File: src/hdl/sfcd_regs.vh
// Overview of operation
// - Page program on 02 or 12, 133 MHz
// - Quad page program on 32, 38, 34
// - Block wipe on D8 or DC
// - Chip wipe on 60 or C7
// - Busy flag high during embedded operations
// - Separate program and erase fail flags
// - Busy stays high while fail latched
// - Only five commands accepted while failed
// - Clear status zeroes busy and fails
// - Write lock clears write latch flag
// - Hardware or software reset restores standby
// - Nonvolatile register bits rewritten as one
// - Opcode A3 reserved, no action
// - Status reads on 05 and 07
// - Clear error status on 30
// - Page program takes 1 to 512 bytes
`ifndef SFCD_REGS_VH
`define SFCD_REGS_VH
`define SFCD_PAGE_PROGRAM_CMD          8'h02
`define SFCD_PAGE_PROGRAM_4B_CMD       8'h12
`define SFCD_QUAD_PAGE_PROGRAM_CMD     8'h32
`define SFCD_QUAD_PAGE_PROGRAM_ALT_CMD 8'h38
`define SFCD_QUAD_PAGE_PROGRAM_4B_CMD  8'h34
`define SFCD_BLOCK_WIPE_512K_CMD       8'hD8
`define SFCD_BLOCK_WIPE_512K_4B_CMD    8'hDC
`define SFCD_CHIP_WIPE_CMD             8'h60
`define SFCD_CHIP_WIPE_ALT_CMD         8'hC7
`define SFCD_STATUS1_READ_CMD          8'h05
`define SFCD_STATUS2_READ_CMD          8'h07
`define SFCD_CLEAR_ERROR_STATUS_CMD    8'h30
`define SFCD_WRITE_LOCK_CMD            8'h04
`define SFCD_OP_WREN                   8'h06
`define SFCD_OP_WRR                    8'h01
`define SFCD_OP_RESET                  8'hF0
`define SFCD_MULTI_IO_RESERVED_MODE    8'hA3
`define SFCD_PAGE_MAX                  10'h200
`define SFCD_SR1_BUSY                  0
`define SFCD_SR1_WRITE_LATCH_FLAG      1
`define SFCD_SR1_EFAIL                 5
`define SFCD_SR1_PFAIL                 6
`define SFCD_SR1_NVRW                  7
`define SFCD_ADDR_STATUS               12'h000
`define SFCD_ADDR_MASK                 12'h004
`define SFCD_ADDR_CTRL                 12'h008
`define SFCD_ADDR_SR                   12'h00C
`define SFCD_ADDR_OPCODE               12'h010
`define SFCD_IRQ_CMD                   0
`define SFCD_IRQ_DONE                  1
`define SFCD_IRQ_FAIL                  2
`define SFCD_IRQ_IGNORED               3
`define SFCD_IRQ_W                     4
`endif

File: src/hdl/sfcd_sync.v
`timescale 1ns/10ps
`default_nettype none
module sfcd_sync #(
    parameter W = 1
) (
    input  wire         i_clk,
    input  wire         i_rstn,
    input  wire [W-1:0] i_d,
    output wire [W-1:0] o_q
);
    reg [W-1:0] meta_ff;
    reg [W-1:0] q_ff;
    always @(posedge i_clk or negedge i_rstn) begin
        if (!i_rstn) begin
            meta_ff <= {W{1'b0}};
            q_ff    <= {W{1'b0}};
        end else begin
            meta_ff <= i_d;
            q_ff    <= meta_ff;
        end
    end
    assign o_q = q_ff;
endmodule
`default_nettype wire

File: src/hdl/sfcd_spi_rx.v
`timescale 1ns/10ps
`default_nettype none
// Serial slave, mode 0/3; SCK sampled by system clock, so SCK must stay below clk/4
module sfcd_spi_rx (
    input  wire       i_clk,
    input  wire       i_rstn,
    input  wire       i_sck,
    input  wire       i_csn,
    input  wire       i_si,
    input  wire [7:0] i_tx_byte,
    output reg        o_so,
    output reg        o_byte_vld,
    output reg [7:0]  o_byte,
    output reg        o_first,
    output reg        o_frame_end
);
    wire       sck_s;
    wire       csn_s;
    wire       si_s;
    reg        sck_d_ff;
    reg        csn_d_ff;
    reg [2:0]  bit_ff;
    reg [7:0]  sh_ff;
    reg [7:0]  tx_ff;
    reg        first_ff;
    sfcd_sync #(.W(3)) u_sync (
        .i_clk  (i_clk),
        .i_rstn (i_rstn),
        .i_d    ({i_sck, i_csn, i_si}),
        .o_q    ({sck_s, csn_s, si_s})
    );
    wire rise = sck_s & ~sck_d_ff & ~csn_s;
    wire fall = ~sck_s & sck_d_ff & ~csn_s;
    always @(posedge i_clk or negedge i_rstn) begin
        if (!i_rstn) begin
            sck_d_ff    <= 1'b0;
            csn_d_ff    <= 1'b1;
            bit_ff      <= 3'h0;
            sh_ff       <= 8'h00;
            tx_ff       <= 8'h00;
            first_ff    <= 1'b1;
            o_so        <= 1'b0;
            o_byte_vld  <= 1'b0;
            o_byte      <= 8'h00;
            o_first     <= 1'b0;
            o_frame_end <= 1'b0;
        end else begin
            sck_d_ff    <= sck_s;
            csn_d_ff    <= csn_s;
            o_byte_vld  <= 1'b0;
            // Only frames that carried a byte end; hides the select seen just after reset
            o_frame_end <= csn_s & ~csn_d_ff & ~first_ff;
            if (csn_s) begin
                bit_ff   <= 3'h0;
                first_ff <= 1'b1;
                tx_ff    <= i_tx_byte;
            end else if (rise) begin
                sh_ff  <= {sh_ff[6:0], si_s};
                bit_ff <= bit_ff + 3'h1;
                if (bit_ff == 3'h7) begin
                    o_byte_vld <= 1'b1;
                    o_byte     <= {sh_ff[6:0], si_s};
                    o_first    <= first_ff;
                    first_ff   <= 1'b0;
                end
            end else if (fall) begin
                // Status streams repeatedly, reloaded per byte so polling sees live busy
                // Next MSB leaves on the last fall of a byte, ahead of the host's sampling rise
                if (bit_ff == 3'h0) begin
                    o_so  <= i_tx_byte[7];
                    tx_ff <= {i_tx_byte[6:0], 1'b0};
                end else begin
                    o_so  <= tx_ff[7];
                    tx_ff <= {tx_ff[6:0], 1'b0};
                end
            end
        end
    end
endmodule
`default_nettype wire

File: src/hdl/sfcd_top.v
`timescale 1ns/10ps
`default_nettype none
`include "sfcd_regs.vh"
module sfcd_top #(
    parameter OP_CYCLES = 16'h0100
) (
    input  wire        i_clk,
    input  wire        i_rstn,
    input  wire        i_hw_resetn,
    input  wire        i_sck,
    input  wire        i_csn,
    input  wire        i_si,
    output reg         o_so,
    input  wire        i_psel,
    input  wire        i_penable,
    input  wire        i_pwrite,
    input  wire [11:0] i_paddr,
    input  wire [31:0] i_pwdata,
    output reg  [31:0] o_prdata,
    output reg         o_pready,
    output reg         o_pslverr,
    output reg         o_irq,
    output reg         o_prog_start,
    output reg         o_erase_start,
    output reg         o_chip_erase,
    output reg         o_quad,
    output reg         o_addr4
);
    localparam ST_IDLE = 4'h1;
    localparam ST_DATA = 4'h2;
    localparam ST_BUSY = 4'h4;
    localparam ST_FAIL = 4'h8;
    localparam K_NONE  = 3'h0;
    localparam K_PROG  = 3'h1;
    localparam K_ERASE = 3'h2;
    localparam K_NVREG = 3'h3;
    localparam K_CHIP  = 3'h4;

    wire       rx_vld;
    wire [7:0] rx_byte;
    wire       rx_first;
    wire       rx_end;
    wire       rx_so;
    wire       hw_rstn_s;
    reg  [7:0] tx_byte;

    reg [3:0]  st_ff;
    reg [2:0]  kind_ff;
    reg [7:0]  op_ff;
    reg [9:0]  cnt_ff;
    reg [15:0] tmr_ff;
    reg        busy_ff;
    reg        write_latch_flag_ff;
    reg        pfail_ff;
    reg        efail_ff;
    reg        nvrw_ff;
    reg [7:0]  sr2_ff;
    reg [3:0]  irq_st_ff;
    reg [3:0]  irq_mask_ff;
    reg [1:0]  ctrl_ff;
    reg        hw_rst_d_ff;
    reg [3:0]  ev;

    sfcd_sync #(.W(1)) u_rst_sync (
        .i_clk  (i_clk),
        .i_rstn (i_rstn),
        .i_d    (i_hw_resetn),
        .o_q    (hw_rstn_s)
    );

    sfcd_spi_rx u_rx (
        .i_clk       (i_clk),
        .i_rstn      (i_rstn),
        .i_sck       (i_sck),
        .i_csn       (i_csn),
        .i_si        (i_si),
        .i_tx_byte   (tx_byte),
        .o_so        (rx_so),
        .o_byte_vld  (rx_vld),
        .o_byte      (rx_byte),
        .o_first     (rx_first),
        .o_frame_end (rx_end)
    );

    function is_allowed_in_fail;
        input [7:0] op;
        begin
            is_allowed_in_fail = (op == `SFCD_CLEAR_ERROR_STATUS_CMD) || (op == `SFCD_WRITE_LOCK_CMD) ||
                                 (op == `SFCD_STATUS1_READ_CMD) || (op == `SFCD_STATUS2_READ_CMD) ||
                                 (op == `SFCD_OP_RESET);
        end
    endfunction

    function [2:0] op_kind;
        input [7:0] op;
        begin
            if (op == `SFCD_PAGE_PROGRAM_CMD || op == `SFCD_PAGE_PROGRAM_4B_CMD)
                op_kind = K_PROG;
            else if (op == `SFCD_QUAD_PAGE_PROGRAM_CMD || op == `SFCD_QUAD_PAGE_PROGRAM_ALT_CMD ||
                     op == `SFCD_QUAD_PAGE_PROGRAM_4B_CMD)
                op_kind = K_PROG;
            else if (op == `SFCD_BLOCK_WIPE_512K_CMD || op == `SFCD_BLOCK_WIPE_512K_4B_CMD)
                op_kind = K_ERASE;
            else if (op == `SFCD_CHIP_WIPE_CMD || op == `SFCD_CHIP_WIPE_ALT_CMD)
                op_kind = K_CHIP;
            else if (op == `SFCD_OP_WRR)
                op_kind = K_NVREG;
            else
                op_kind = K_NONE;
        end
    endfunction

    wire [7:0] sr1 = {nvrw_ff, pfail_ff, efail_ff, 3'h0, write_latch_flag_ff,
                      busy_ff | pfail_ff | efail_ff};
    wire       failed = pfail_ff | efail_ff;
    // Address bytes that precede program data in the current frame
    wire [9:0] addr_len = o_addr4 ? 10'h004 : 10'h003;
    wire       sw_rst = rx_vld & rx_first & (rx_byte == `SFCD_OP_RESET);
    wire       hw_rst = ~hw_rstn_s & hw_rst_d_ff;
    wire       apb_acc = i_psel & i_penable;
    wire       apb_wr = apb_acc & i_pwrite;
    wire       apb_rd = apb_acc & ~i_pwrite;

    always @* begin
        // Status byte returned depends on the opcode of the current frame
        if (op_ff == `SFCD_STATUS2_READ_CMD)
            tx_byte = sr2_ff;
        else
            tx_byte = sr1;
    end

    always @* begin
        ev = 4'h0;
        if (rx_vld && rx_first) begin
            ev[`SFCD_IRQ_CMD] = 1'b1;
            if (failed && !is_allowed_in_fail(rx_byte))
                ev[`SFCD_IRQ_IGNORED] = 1'b1;
        end
        if (st_ff == ST_BUSY && tmr_ff == 16'h0000)
            ev[`SFCD_IRQ_DONE] = 1'b1;
        if (rx_end && st_ff == ST_DATA && kind_ff == K_PROG && cnt_ff <= addr_len)
            ev[`SFCD_IRQ_FAIL] = 1'b1;
    end

    always @(posedge i_clk or negedge i_rstn) begin
        if (!i_rstn) begin
            // Same as the synced pin's reset value, so no false edge after reset
            hw_rst_d_ff <= 1'b0;
        end else begin
            hw_rst_d_ff <= hw_rstn_s;
        end
    end

    always @(posedge i_clk or negedge i_rstn) begin
        if (!i_rstn) begin
            st_ff         <= ST_IDLE;
            kind_ff       <= K_NONE;
            op_ff         <= 8'h00;
            cnt_ff        <= 10'h000;
            tmr_ff        <= 16'h0000;
            busy_ff       <= 1'b0;
            write_latch_flag_ff <= 1'b0;
            pfail_ff      <= 1'b0;
            efail_ff      <= 1'b0;
            nvrw_ff       <= 1'b0;
            sr2_ff        <= 8'h00;
            o_prog_start  <= 1'b0;
            o_erase_start <= 1'b0;
            o_chip_erase  <= 1'b0;
            o_quad        <= 1'b0;
            o_addr4       <= 1'b0;
        end else begin
            o_prog_start  <= 1'b0;
            o_erase_start <= 1'b0;
            if (hw_rst || sw_rst) begin
                st_ff    <= ST_IDLE;
                busy_ff  <= 1'b0;
                write_latch_flag_ff <= 1'b0;
                pfail_ff <= 1'b0;
                efail_ff <= 1'b0;
                nvrw_ff  <= 1'b0;
                op_ff    <= 8'h00;
            end else begin
                if (ctrl_ff[0] && st_ff == ST_BUSY) begin
                    if (kind_ff == K_PROG)
                        pfail_ff <= 1'b1;
                    else
                        efail_ff <= 1'b1;
                end
                if (rx_vld && rx_first) begin
                    op_ff <= rx_byte;
                    if (failed) begin
                        if (rx_byte == `SFCD_CLEAR_ERROR_STATUS_CMD) begin
                            busy_ff  <= 1'b0;
                            pfail_ff <= 1'b0;
                            efail_ff <= 1'b0;
                            st_ff    <= ST_IDLE;
                        end else if (rx_byte == `SFCD_WRITE_LOCK_CMD) begin
                            write_latch_flag_ff <= 1'b0;
                        end
                    end else if (st_ff == ST_IDLE) begin
                        if (rx_byte == `SFCD_OP_WREN)
                            write_latch_flag_ff <= 1'b1;
                        else if (rx_byte == `SFCD_WRITE_LOCK_CMD)
                            write_latch_flag_ff <= 1'b0;
                        else if (rx_byte == `SFCD_CLEAR_ERROR_STATUS_CMD) begin
                            pfail_ff <= 1'b0;
                            efail_ff <= 1'b0;
                        end else if (write_latch_flag_ff && op_kind(rx_byte) != K_NONE) begin
                            kind_ff <= op_kind(rx_byte);
                            st_ff   <= ST_DATA;
                            cnt_ff  <= 10'h000;
                            o_quad  <= (rx_byte == `SFCD_QUAD_PAGE_PROGRAM_CMD) ||
                                       (rx_byte == `SFCD_QUAD_PAGE_PROGRAM_ALT_CMD) ||
                                       (rx_byte == `SFCD_QUAD_PAGE_PROGRAM_4B_CMD);
                            o_addr4 <= (rx_byte == `SFCD_PAGE_PROGRAM_4B_CMD) ||
                                       (rx_byte == `SFCD_QUAD_PAGE_PROGRAM_4B_CMD) ||
                                       (rx_byte == `SFCD_BLOCK_WIPE_512K_4B_CMD);
                        end
                    end
                end else if (rx_vld && st_ff == ST_DATA) begin
                    // Counts address plus data bytes; capped one past any legal frame so overflow still fails
                    if (cnt_ff != `SFCD_PAGE_MAX + 10'h005)
                        cnt_ff <= cnt_ff + 10'h001;
                    if (kind_ff == K_NVREG && cnt_ff == 10'h000)
                        sr2_ff <= rx_byte;
                end
                if (rx_end && st_ff == ST_DATA) begin
                    // A program with no data byte after its address fails
                    if (kind_ff == K_PROG && cnt_ff <= addr_len) begin
                        st_ff    <= ST_FAIL;
                        pfail_ff <= 1'b1;
                        write_latch_flag_ff <= 1'b0;
                    end else if (kind_ff == K_PROG && cnt_ff > `SFCD_PAGE_MAX + addr_len) begin
                        st_ff    <= ST_FAIL;
                        pfail_ff <= 1'b1;
                        write_latch_flag_ff <= 1'b0;
                    end else begin
                        st_ff         <= ST_BUSY;
                        busy_ff       <= 1'b1;
                        tmr_ff        <= OP_CYCLES;
                        nvrw_ff       <= (kind_ff == K_NVREG);
                        o_prog_start  <= (kind_ff == K_PROG);
                        o_erase_start <= (kind_ff == K_ERASE) || (kind_ff == K_CHIP);
                        o_chip_erase  <= (kind_ff == K_CHIP);
                    end
                end
                if (st_ff == ST_BUSY) begin
                    if (tmr_ff != 16'h0000)
                        tmr_ff <= tmr_ff - 16'h0001;
                    else if (!failed && !ctrl_ff[0]) begin
                        st_ff   <= ST_IDLE;
                        busy_ff <= 1'b0;
                        write_latch_flag_ff <= 1'b0;
                        nvrw_ff <= 1'b0;
                    end else
                        st_ff <= ST_FAIL;
                end
            end
        end
    end

    always @(posedge i_clk or negedge i_rstn) begin
        if (!i_rstn) begin
            o_prdata    <= 32'h00000000;
            o_pready    <= 1'b0;
            o_pslverr   <= 1'b0;
            o_irq       <= 1'b0;
            o_so        <= 1'b0;
            irq_st_ff   <= 4'h0;
            irq_mask_ff <= 4'h0;
            ctrl_ff     <= 2'h0;
        end else begin
            o_so      <= rx_so;
            o_pready  <= i_psel & ~i_penable;
            o_pslverr <= 1'b0;
            // Set wins over read-clear
            if (apb_rd && o_pready && i_paddr == `SFCD_ADDR_STATUS)
                irq_st_ff <= ev;
            else
                irq_st_ff <= irq_st_ff | ev;
            o_irq <= |((irq_st_ff | ev) & irq_mask_ff);
            if (i_psel && !i_penable) begin
                if (i_paddr == `SFCD_ADDR_STATUS)
                    o_prdata <= {28'h0000000, irq_st_ff};
                else if (i_paddr == `SFCD_ADDR_MASK)
                    o_prdata <= {28'h0000000, irq_mask_ff};
                else if (i_paddr == `SFCD_ADDR_CTRL)
                    o_prdata <= {30'h00000000, ctrl_ff};
                else if (i_paddr == `SFCD_ADDR_SR)
                    o_prdata <= {16'h0000, sr2_ff, sr1};
                else if (i_paddr == `SFCD_ADDR_OPCODE)
                    o_prdata <= {20'h00000, st_ff, op_ff};
                else begin
                    o_prdata  <= 32'h00000000;
                    o_pslverr <= 1'b1;
                end
            end
            if (apb_wr && o_pready) begin
                if (i_paddr == `SFCD_ADDR_MASK)
                    irq_mask_ff <= i_pwdata[3:0];
                else if (i_paddr == `SFCD_ADDR_CTRL)
                    ctrl_ff <= i_pwdata[1:0];
            end
        end
    end
endmodule
`default_nettype wire

File: config.mk
export PLATFORM = sky130hd
export DESIGN_NAME = sfcd_top
export DESIGN_NICKNAME = d
export VERILOG_FILES = /design/src/hdl/sfcd_sync.v /design/src/hdl/sfcd_spi_rx.v /design/src/hdl/sfcd_top.v
export VERILOG_INCLUDE_DIRS = /design/src /design/src/hdl
export SDC_FILE = /design/constraint.sdc
export NUM_CORES = 1
export LEC_CHECK = 0
export BUFFER_PORTS_ARGS = -buffer_cell sky130_fd_sc_hd__buf_2
export CAP_MARGIN = 20
export CORE_ASPECT_RATIO = 0.9
export CORE_UTILIZATION = 56
export CTS_BUF_LIST = sky130_fd_sc_hd__clkbuf_8 sky130_fd_sc_hd__clkbuf_16
export DETAILED_ROUTE_END_ITERATION = 10
export PLACE_DENSITY = 0.84
export SKIP_LAST_GASP = 1
export SYNTH_ARGS = -nofsm -noshare
export SYNTH_HDL_FRONTEND = slang
export SYNTH_SLANG_ARGS = --single-unit
File: constraint.sdc
create_clock -name i_clk -period 2.8 [get_ports i_clk]
set_clock_uncertainty 0.2 [all_clocks]
set_input_delay 0.84 -clock i_clk [delete_from_list [all_inputs] [get_ports i_clk]]
set_output_delay 0.84 -clock i_clk [all_outputs]
set_load 0.01 [all_outputs]
==> results.md, run 1 <==
* Initial Utilization at a little under three fifths
* Final period utilization at between 90% and 100%
* Setup Buffers After CTS at 0
* FP Rows at 37
* Core Area at approximately 11000 um2
* RSZ-0062 raised after global routing: false
* Final wirelength at between 15000 and 20000 um
* CP Data Arrival Time at 2.74 ns
* Detailed router's first-iteration violation count at 560
* Wirelength per Cell at around 17 um
* CP required at just under 3 ns
* Routed via count at 5238
* Number of synthesized flops with an enable pin at 0
* Routability cong. at between 0.8 and 0.9
* Hold crit path type: in2async
* CP Class: reg2reg
* Synthesized area per cell at 9.987 um2
* First-pass DRT Iterations at 5
* Slew Limit Fails at 0
* Hpwl dp at ~11000 um
* Peak supply drop at ~0.00039 V
* Main synth FF type: dfrtp_1
* Yosys Warn Count at 0
* Largest net degree at the start of global routing at 47
* Vias in the first global route at around 5.1k
* H-Tree Depth at 4
* I/O pins at between 90 and 100
* Cts bufs inserted at 17
* Tmin final at 2.630 ns
* Slack of the critical path at 0.1703 ns
* Relative slew slack at about a third
* CP peak stage delay at 0.76 ns
* Cell count after synthesis at ~660
* Pwr dens at ~560 nW/um2
* Total gr overflow at 0
* Highest-delay cell along the critical path: or4_1
* Clock Sinks at 131
* Placed Area at 7043 um2
* Total track usage at between 20% and 30%
* # hold bufs at CTS at 0
* Setup_tns at 0 ns
* Top-area cell type share of the netlist area at slightly below 50%
* Die Height at around 100 um
* Synth area leaders: dfrtp_1, mux2_2, nand2_1
* Max-cap violation count at 0
* Fraction of registers with async set/reset at 100.0%
* Worst Setup Start Kind: flop
* Yosys cell types at between 70 and 80
* Area Growth Syn to Fin at 15.29%
* Layout cells sized above 1 at 21.45%
* Clock-pin slew on the worst setup and hold paths at approximately 0.05 ns
* Fin. Hold Viols at 0
* Critical path's top delay family: simple AND/OR/NAND/NOR gates
* Root buffer cell: clkbuf_16
* Sequential cell area fraction in the yosys report at between 40% and 50%
* Place WS at -0.01099 ns
* Die width at 116.3 um
* Post-Syn Area at about 6600 um2
* Via/cell ratio at about 5.9
* Status: complete, no violations
* Post-layout util at roughly two thirds
* Achievable Freq at roughly 380 MHz
* Post-CTS sizing at 0
* First-pass GRT wire length at 25210 um
* Initial antenna violation count at 0
* Worst slew pin tran at 1.020 ns
* CP Capture Type: flop
* Crit path cell chain: nor4b_4 > nand4_1 > or4_1 > mux2_2
* WP buf/inv at 0
* Fill count at roughly 880
* Remaining DRCs at 0
* Die area at approximately 12000 um2
* Port bufs at slightly below 50
* Worst-Skew Late Latency at about 0.43 ns
* Total power at roughly 4200 uW
* Leakage at 0.003636 uW
* Worst-path fanout max at 8
* Final antenna-violating net count at 0
* Setup violators final at 0
* TritonCTS clock tree: done
* Flops & latches, synth at 131
* Total Nets Final at 786
* Clock Tree Buf Depth at 2
* Antenna cells at 0
* Synth area leader: dfrtp_1
* Design Area, Final at 7587 um2
## final cells by class
cell class              count  area (um2)  share of cell area [%]
multi-input cells         477        3030                   39.94
clock inverters             8       63.81                  0.8410
inverters                  22       82.58                   1.088
repair buffers             73       452.9                   5.970
flip-flops and latches    131        3282                   43.26
well taps                 156       195.2                   2.573
clock buffers              21       480.5                   6.332
## cells in the final DEF (no fill, tap or decap), types with 5 or more instances in the layout
master     netlist  layout
or3_1            7       7
mux2i_1         11      11
and3_1           5       5
inv_1           22      25
nor3_1          16      16
a211oi_1         9       9
conb_1           1      16
nor2_1          56      56
nand4_1          9       9
buf_4           17      23
ha_1            11      11
nor2b_1          5       5
nand2b_1         8       8
dfrtp_1        128     128
o21ai_0         34      34
nand2_1         69      69
nor4_1           9       9
a22oi_1          8       8
nand3_1         27      27
xor2_1          13      13
a21o_1           5       5
clkbuf_16        0      17
nand4b_1         7       7
a21oi_1         38      38
a22o_1           7       7
buf_2            5      48
mux2_2          30      30
## final timing paths
kind                                        startpoint                 end  slack [ns]  cells past startpoint
worst max-delay path                          st_ff[2]           sr2_ff[4]        0.17                      4
worst min-delay path                            i_rstn      irq_mask_ff[0]        0.14                      1
worst max register to register                st_ff[2]           sr2_ff[4]        0.17                      4
worst min register to register  u_rx.u_sync.meta_ff[1]  u_rx.u_sync.o_q[1]        0.15                      0
max in group asynchronous                       i_rstn        o_prdata[11]        1.64                      2
min in group i_clk              u_rx.u_sync.meta_ff[1]  u_rx.u_sync.o_q[1]        0.15                      0
## cell usage after synthesis, drive strengths merged, types with 3 or more instances
library cell  count
or3               8
o21a              3
nor4             10
o22ai             4
clkbuf           21
nand2            69
nor2b             5
xor2             13
nor4b             4
xnor2             3
nand3            27
nor3             17
nand4b            7
dfstp             3
o41ai             3
inv              22
or4               6
ha               11
or2               4
a21oi            38
buf              23
a22oi             8
mux2             30
and3              5
nand4             9
dfrtp           128
o21ai            37
nand2b            8
a22o              8
mux2i            11
a211oi            9
a31oi             4
o31ai             3
a21o              5
and2              5
nor2             60
## worst register-to-register path: cells and delay by family (launching register included)
kind             cells  cell delay (ns)
and+or+nand+nor      3             1.45
DFF                  1             0.50
muxes                1             0.36
## cells by family after synthesis
family                     synth area share, %
AOI/OAI and AO/OA                        13.84
xor gates and xnor gates                 2.129
adders and majority gates                2.091
buffers and inverters                    4.943
DFF                                      49.87
muxes                                    6.806
other                                  0.05698
and+or+nand+nor                          20.27
## per-layer routing
metal / vias up / global-route usage, % / part of all wire, %
li1: 2451 / - / -
met1: 2511 / 34.93 / 42
met2: 246 / 44.17 / 49
met3: 30 / 6.439 / 7.1
met4: 0 / 12.09 / 2.3
met5: - / 0 / 0
## power by group
part           internal [uW]  switching, uW  leakage (uW)
registers               1960           37.0       0.00176
logic                   81.6            118       0.00159
clock network           1280            771      0.000280
total                   3320            926       0.00364
## flip-flops by register name, summed over array words and instances (netlist names), 2 cells and up
name and count:
u_rx.tx_ff 8, irq_st_ff 4, ctrl_ff 2, u_rx.o_byte 8, u_rx.u_sync.o_q 3, u_rx.sh_ff 7
cnt_ff 10, u_rx.u_sync.meta_ff 3, u_rx.bit_ff 3, tmr_ff 16, kind_ff 3, irq_mask_ff 4
sr2_ff 8, op_ff 8, st_ff 4, o_prdata 16
## through the flow
stage / cells / hold slack [ns]
after floorplan: 674 / 0.1312
after global placement: 859 / 0.1327
after detailed placement: 859 / 0.1347
after CTS: 888 / 0.1377
after global routing: 888 / 0.1478
final: 888 / 0.1432
Power figures use the tool's default switching activity.
==> inputs of run 2 (changes only) <==
--- a/config.mk
+++ b/config.mk
@@ -10,3 +10,3 @@
 export CAP_MARGIN = 20
-export CORE_ASPECT_RATIO = 0.9
+export CORE_ASPECT_RATIO = 2
 export CORE_UTILIZATION = 56
--- a/constraint.sdc
+++ b/constraint.sdc
@@ -4,2 +4,2 @@
 set_output_delay 0.84 -clock i_clk [all_outputs]
-set_load 0.01 [all_outputs]
+set_load 0.1 [all_outputs]
==> run 2 against run 1 <==
Effect of this change: non-clock buffer count up 3; final cell count down 0.90%; largest power group unchanged; register-to-register slack worse by 0.09 ns; count of clock-buffer cells in the layout down 1; combinational power up 63%; clock power up 3%; highest routed layer unchanged.
==> results.md, run 2 (synthesized netlist as in run 1, its figures left out) <==
* Setup Buffers After CTS at 0 (unchanged)
* Total gr overflow at 0 (unchanged)
* RSZ-0062 raised after global routing: false
* Final wirelength at 15940 um (+5.1%)
* Achievable Freq at 367.6 MHz (-3.3%)
* Clock-pin slew on the worst setup and hold paths at 0.06 ns (about the same)
* Detailed router's first-iteration violation count at 342 (-39%)
* Commonest cells after routing, fill and taps aside: dfrtp_1, nand2_1, nor2_1, buf_2, a21oi_1
* Routed via count at 5428 (+3.6%)
* Layout cells sized above 1 at 22.63% (+1.2 points)
* Net Sw Frac at 25.17% (+3.4 points)
* Relative slew slack at 43.00% (+12 points)
* Clock Power Share at 47.8% (-0.5 points)
* Peak supply drop at 0.0004725 V (+21%)
* Pwr dens at 583.1 nW/um2 (+4.2%)
* CP Capture Type: flop
* Setup violators final at 0 (unchanged)
* Via/cell ratio at 6.168 (+4.6%)
* TritonCTS clock tree: done
* Initial Utilization at 57.96% (+0.41 points)
* Final antenna-violating net count at 0 (unchanged)
* Total track usage at 27.75% (+0.34 points)
* Clock Sinks at 131 (unchanged)
* Clock Tree Buf Depth at 2 (unchanged)
* Biggest regs: o_prdata (16), tmr_ff (16), cnt_ff (10)
* Slack of the critical path at 0.07986 ns (-0.09044 ns)
* Fin. Hold Viols at 0 (unchanged)
* Remaining DRCs at 0 (unchanged)
* CP required at 2.93 ns (+0.02 ns)
* # hold bufs at CTS at 0 (unchanged)
* Final hold slack at 0.1452 ns (+0.001983 ns)
* Die area at 12220 um2 (+0.21%)
* Commonest non-fill, non-tap cell in the layout: dfrtp_1
* Total power at 4444 uW (+4.6%)
* Routability cong. at 0.9358 (+5.7%)
* Worst Setup Start Kind: flop
* Vias in the first global route at 5535 (+7.7%)
* Die Height at 155.3 um (+48%)
* Root buffer cell: clkbuf_16
* Core Area at 11350 um2 (-0.70%)
* Initial antenna violation count at 0 (unchanged)
* Hold crit path type: reg2reg
* Setup_tns at 0 ns (unchanged)
* FP Rows at 55 (+49%)
* Tmin final at 2.720 ns (+0.09044 ns)
* Reg power frac at 44.9% (-2.1 points)
* Comb power frac at 7.3% (+2.6 points)
* CP Data Arrival Time at 2.85 ns (+0.11 ns)
* R2R Setup Slk at 0.08 ns (-0.09 ns)
* Worst slew pin tran at 0.8484 ns (-0.1720 ns)
* Antenna cells at 0 (unchanged)
* Worst-path fanout max at 11 (+3)
* Max-cap violation count at 0 (unchanged)
* Total Nets Final at 789 (+0.38%)
* Largest net degree at the start of global routing at 57 (+21%)
* Int Pwr at 3325 uW (+0.15%)
* Area Growth Syn to Fin at 15.80%
* Worst-Skew Late Latency at 0.42 ns (about the same)
* Post-CTS sizing at 0 (unchanged)
* Port bufs at 49 (unchanged)
* Slew Limit Fails at 0 (unchanged)
* Fill count at 840 (-4.3%)
* Hpwl dp at 11620 um (+7.2%)
* Die width at 78.66 um (-32%)
* Net Sw Power at 1118 uW (+21%)
* Cts bufs inserted at 17 (unchanged)
* I/O pins at 94 (unchanged)
* Leakage at 0.003642 uW (+0.16%)
* H-Tree Depth at 4 (unchanged)
* Status: complete, no violations
* CP Class: reg2reg
* First-pass DRT Iterations at 5 (unchanged)
* Final period utilization at 97.15% (+3.2 points)
* Wirelength per Cell at 18.12 um (+6.0%)
* First-pass GRT wire length at 25960 um (+3.0%)
* Place WS at -0.002168 ns (+0.008819 ns)
run 2: power groups by stage:
stage / Sequential (uW) / Clock [uW] / Combinational [uW]
6_report: 1990 / 2120 / 326
5_1_grt: 2000 / 2240 / 350
4_1_cts: 2000 / 2140 / 328
3_5_place_dp: 2030 / 0 / 327
3_3_place_gp: 2020 / 0 / 318
2_1_floorplan: 2060 / 0 / 207
run 2: final timing paths:
check | start | to | cells past startpoint
max | u_rx.o_byte[0] | o_addr4 | 7
min reg2reg | u_rst_sync.meta_ff | u_rst_sync.o_q | 0
min in group asynchronous | i_rstn | u_rx.u_sync.o_q[2] | 1
max in group asynchronous | i_rstn | st_ff[0] | 2
min | u_rst_sync.meta_ff | u_rst_sync.o_q | 0
max reg2reg | u_rx.o_byte[0] | o_addr4 | 7
run 2: area by class of cell:
class	instances	area, um2	share of cell area, %
multi-input cells	477	3030	39.76
clock inverters	12	105.1	1.379
well taps	142	177.7	2.331
inverters	22	82.58	1.084
clock buffers	20	466.7	6.124
flip-flops and latches	131	3283	43.08
repair buffers	76	475.5	6.239
run 2: stage by stage:
step,util [%],area [um2],std cells
6_report,67.12,7621,880
5_1_grt,67.12,7621,880
4_1_cts,67.12,7621,880
3_5_place_dp,62.08,7049,848
3_3_place_gp,62.08,7049,848
2_1_floorplan,-,6639,674
run 2: per-layer routing:
metal | share of wire (%) | GRT usage, %
met4 | 6.6 | 20.99
met5 | 0 | 0
met1 | 35 | 27.97
met3 | 4.4 | 4.809
met2 | 54 | 49.52
run 2: worst max-delay path: stages, from the launching register on:
cell and delay (ns):
dfrtp_1 0.48, or4_4 0.63, nor4b_1 0.30, o21a_1 0.27, nor3_1 0.11, nor2_2 0.18
buf_4 0.22, mux2i_1 0.23
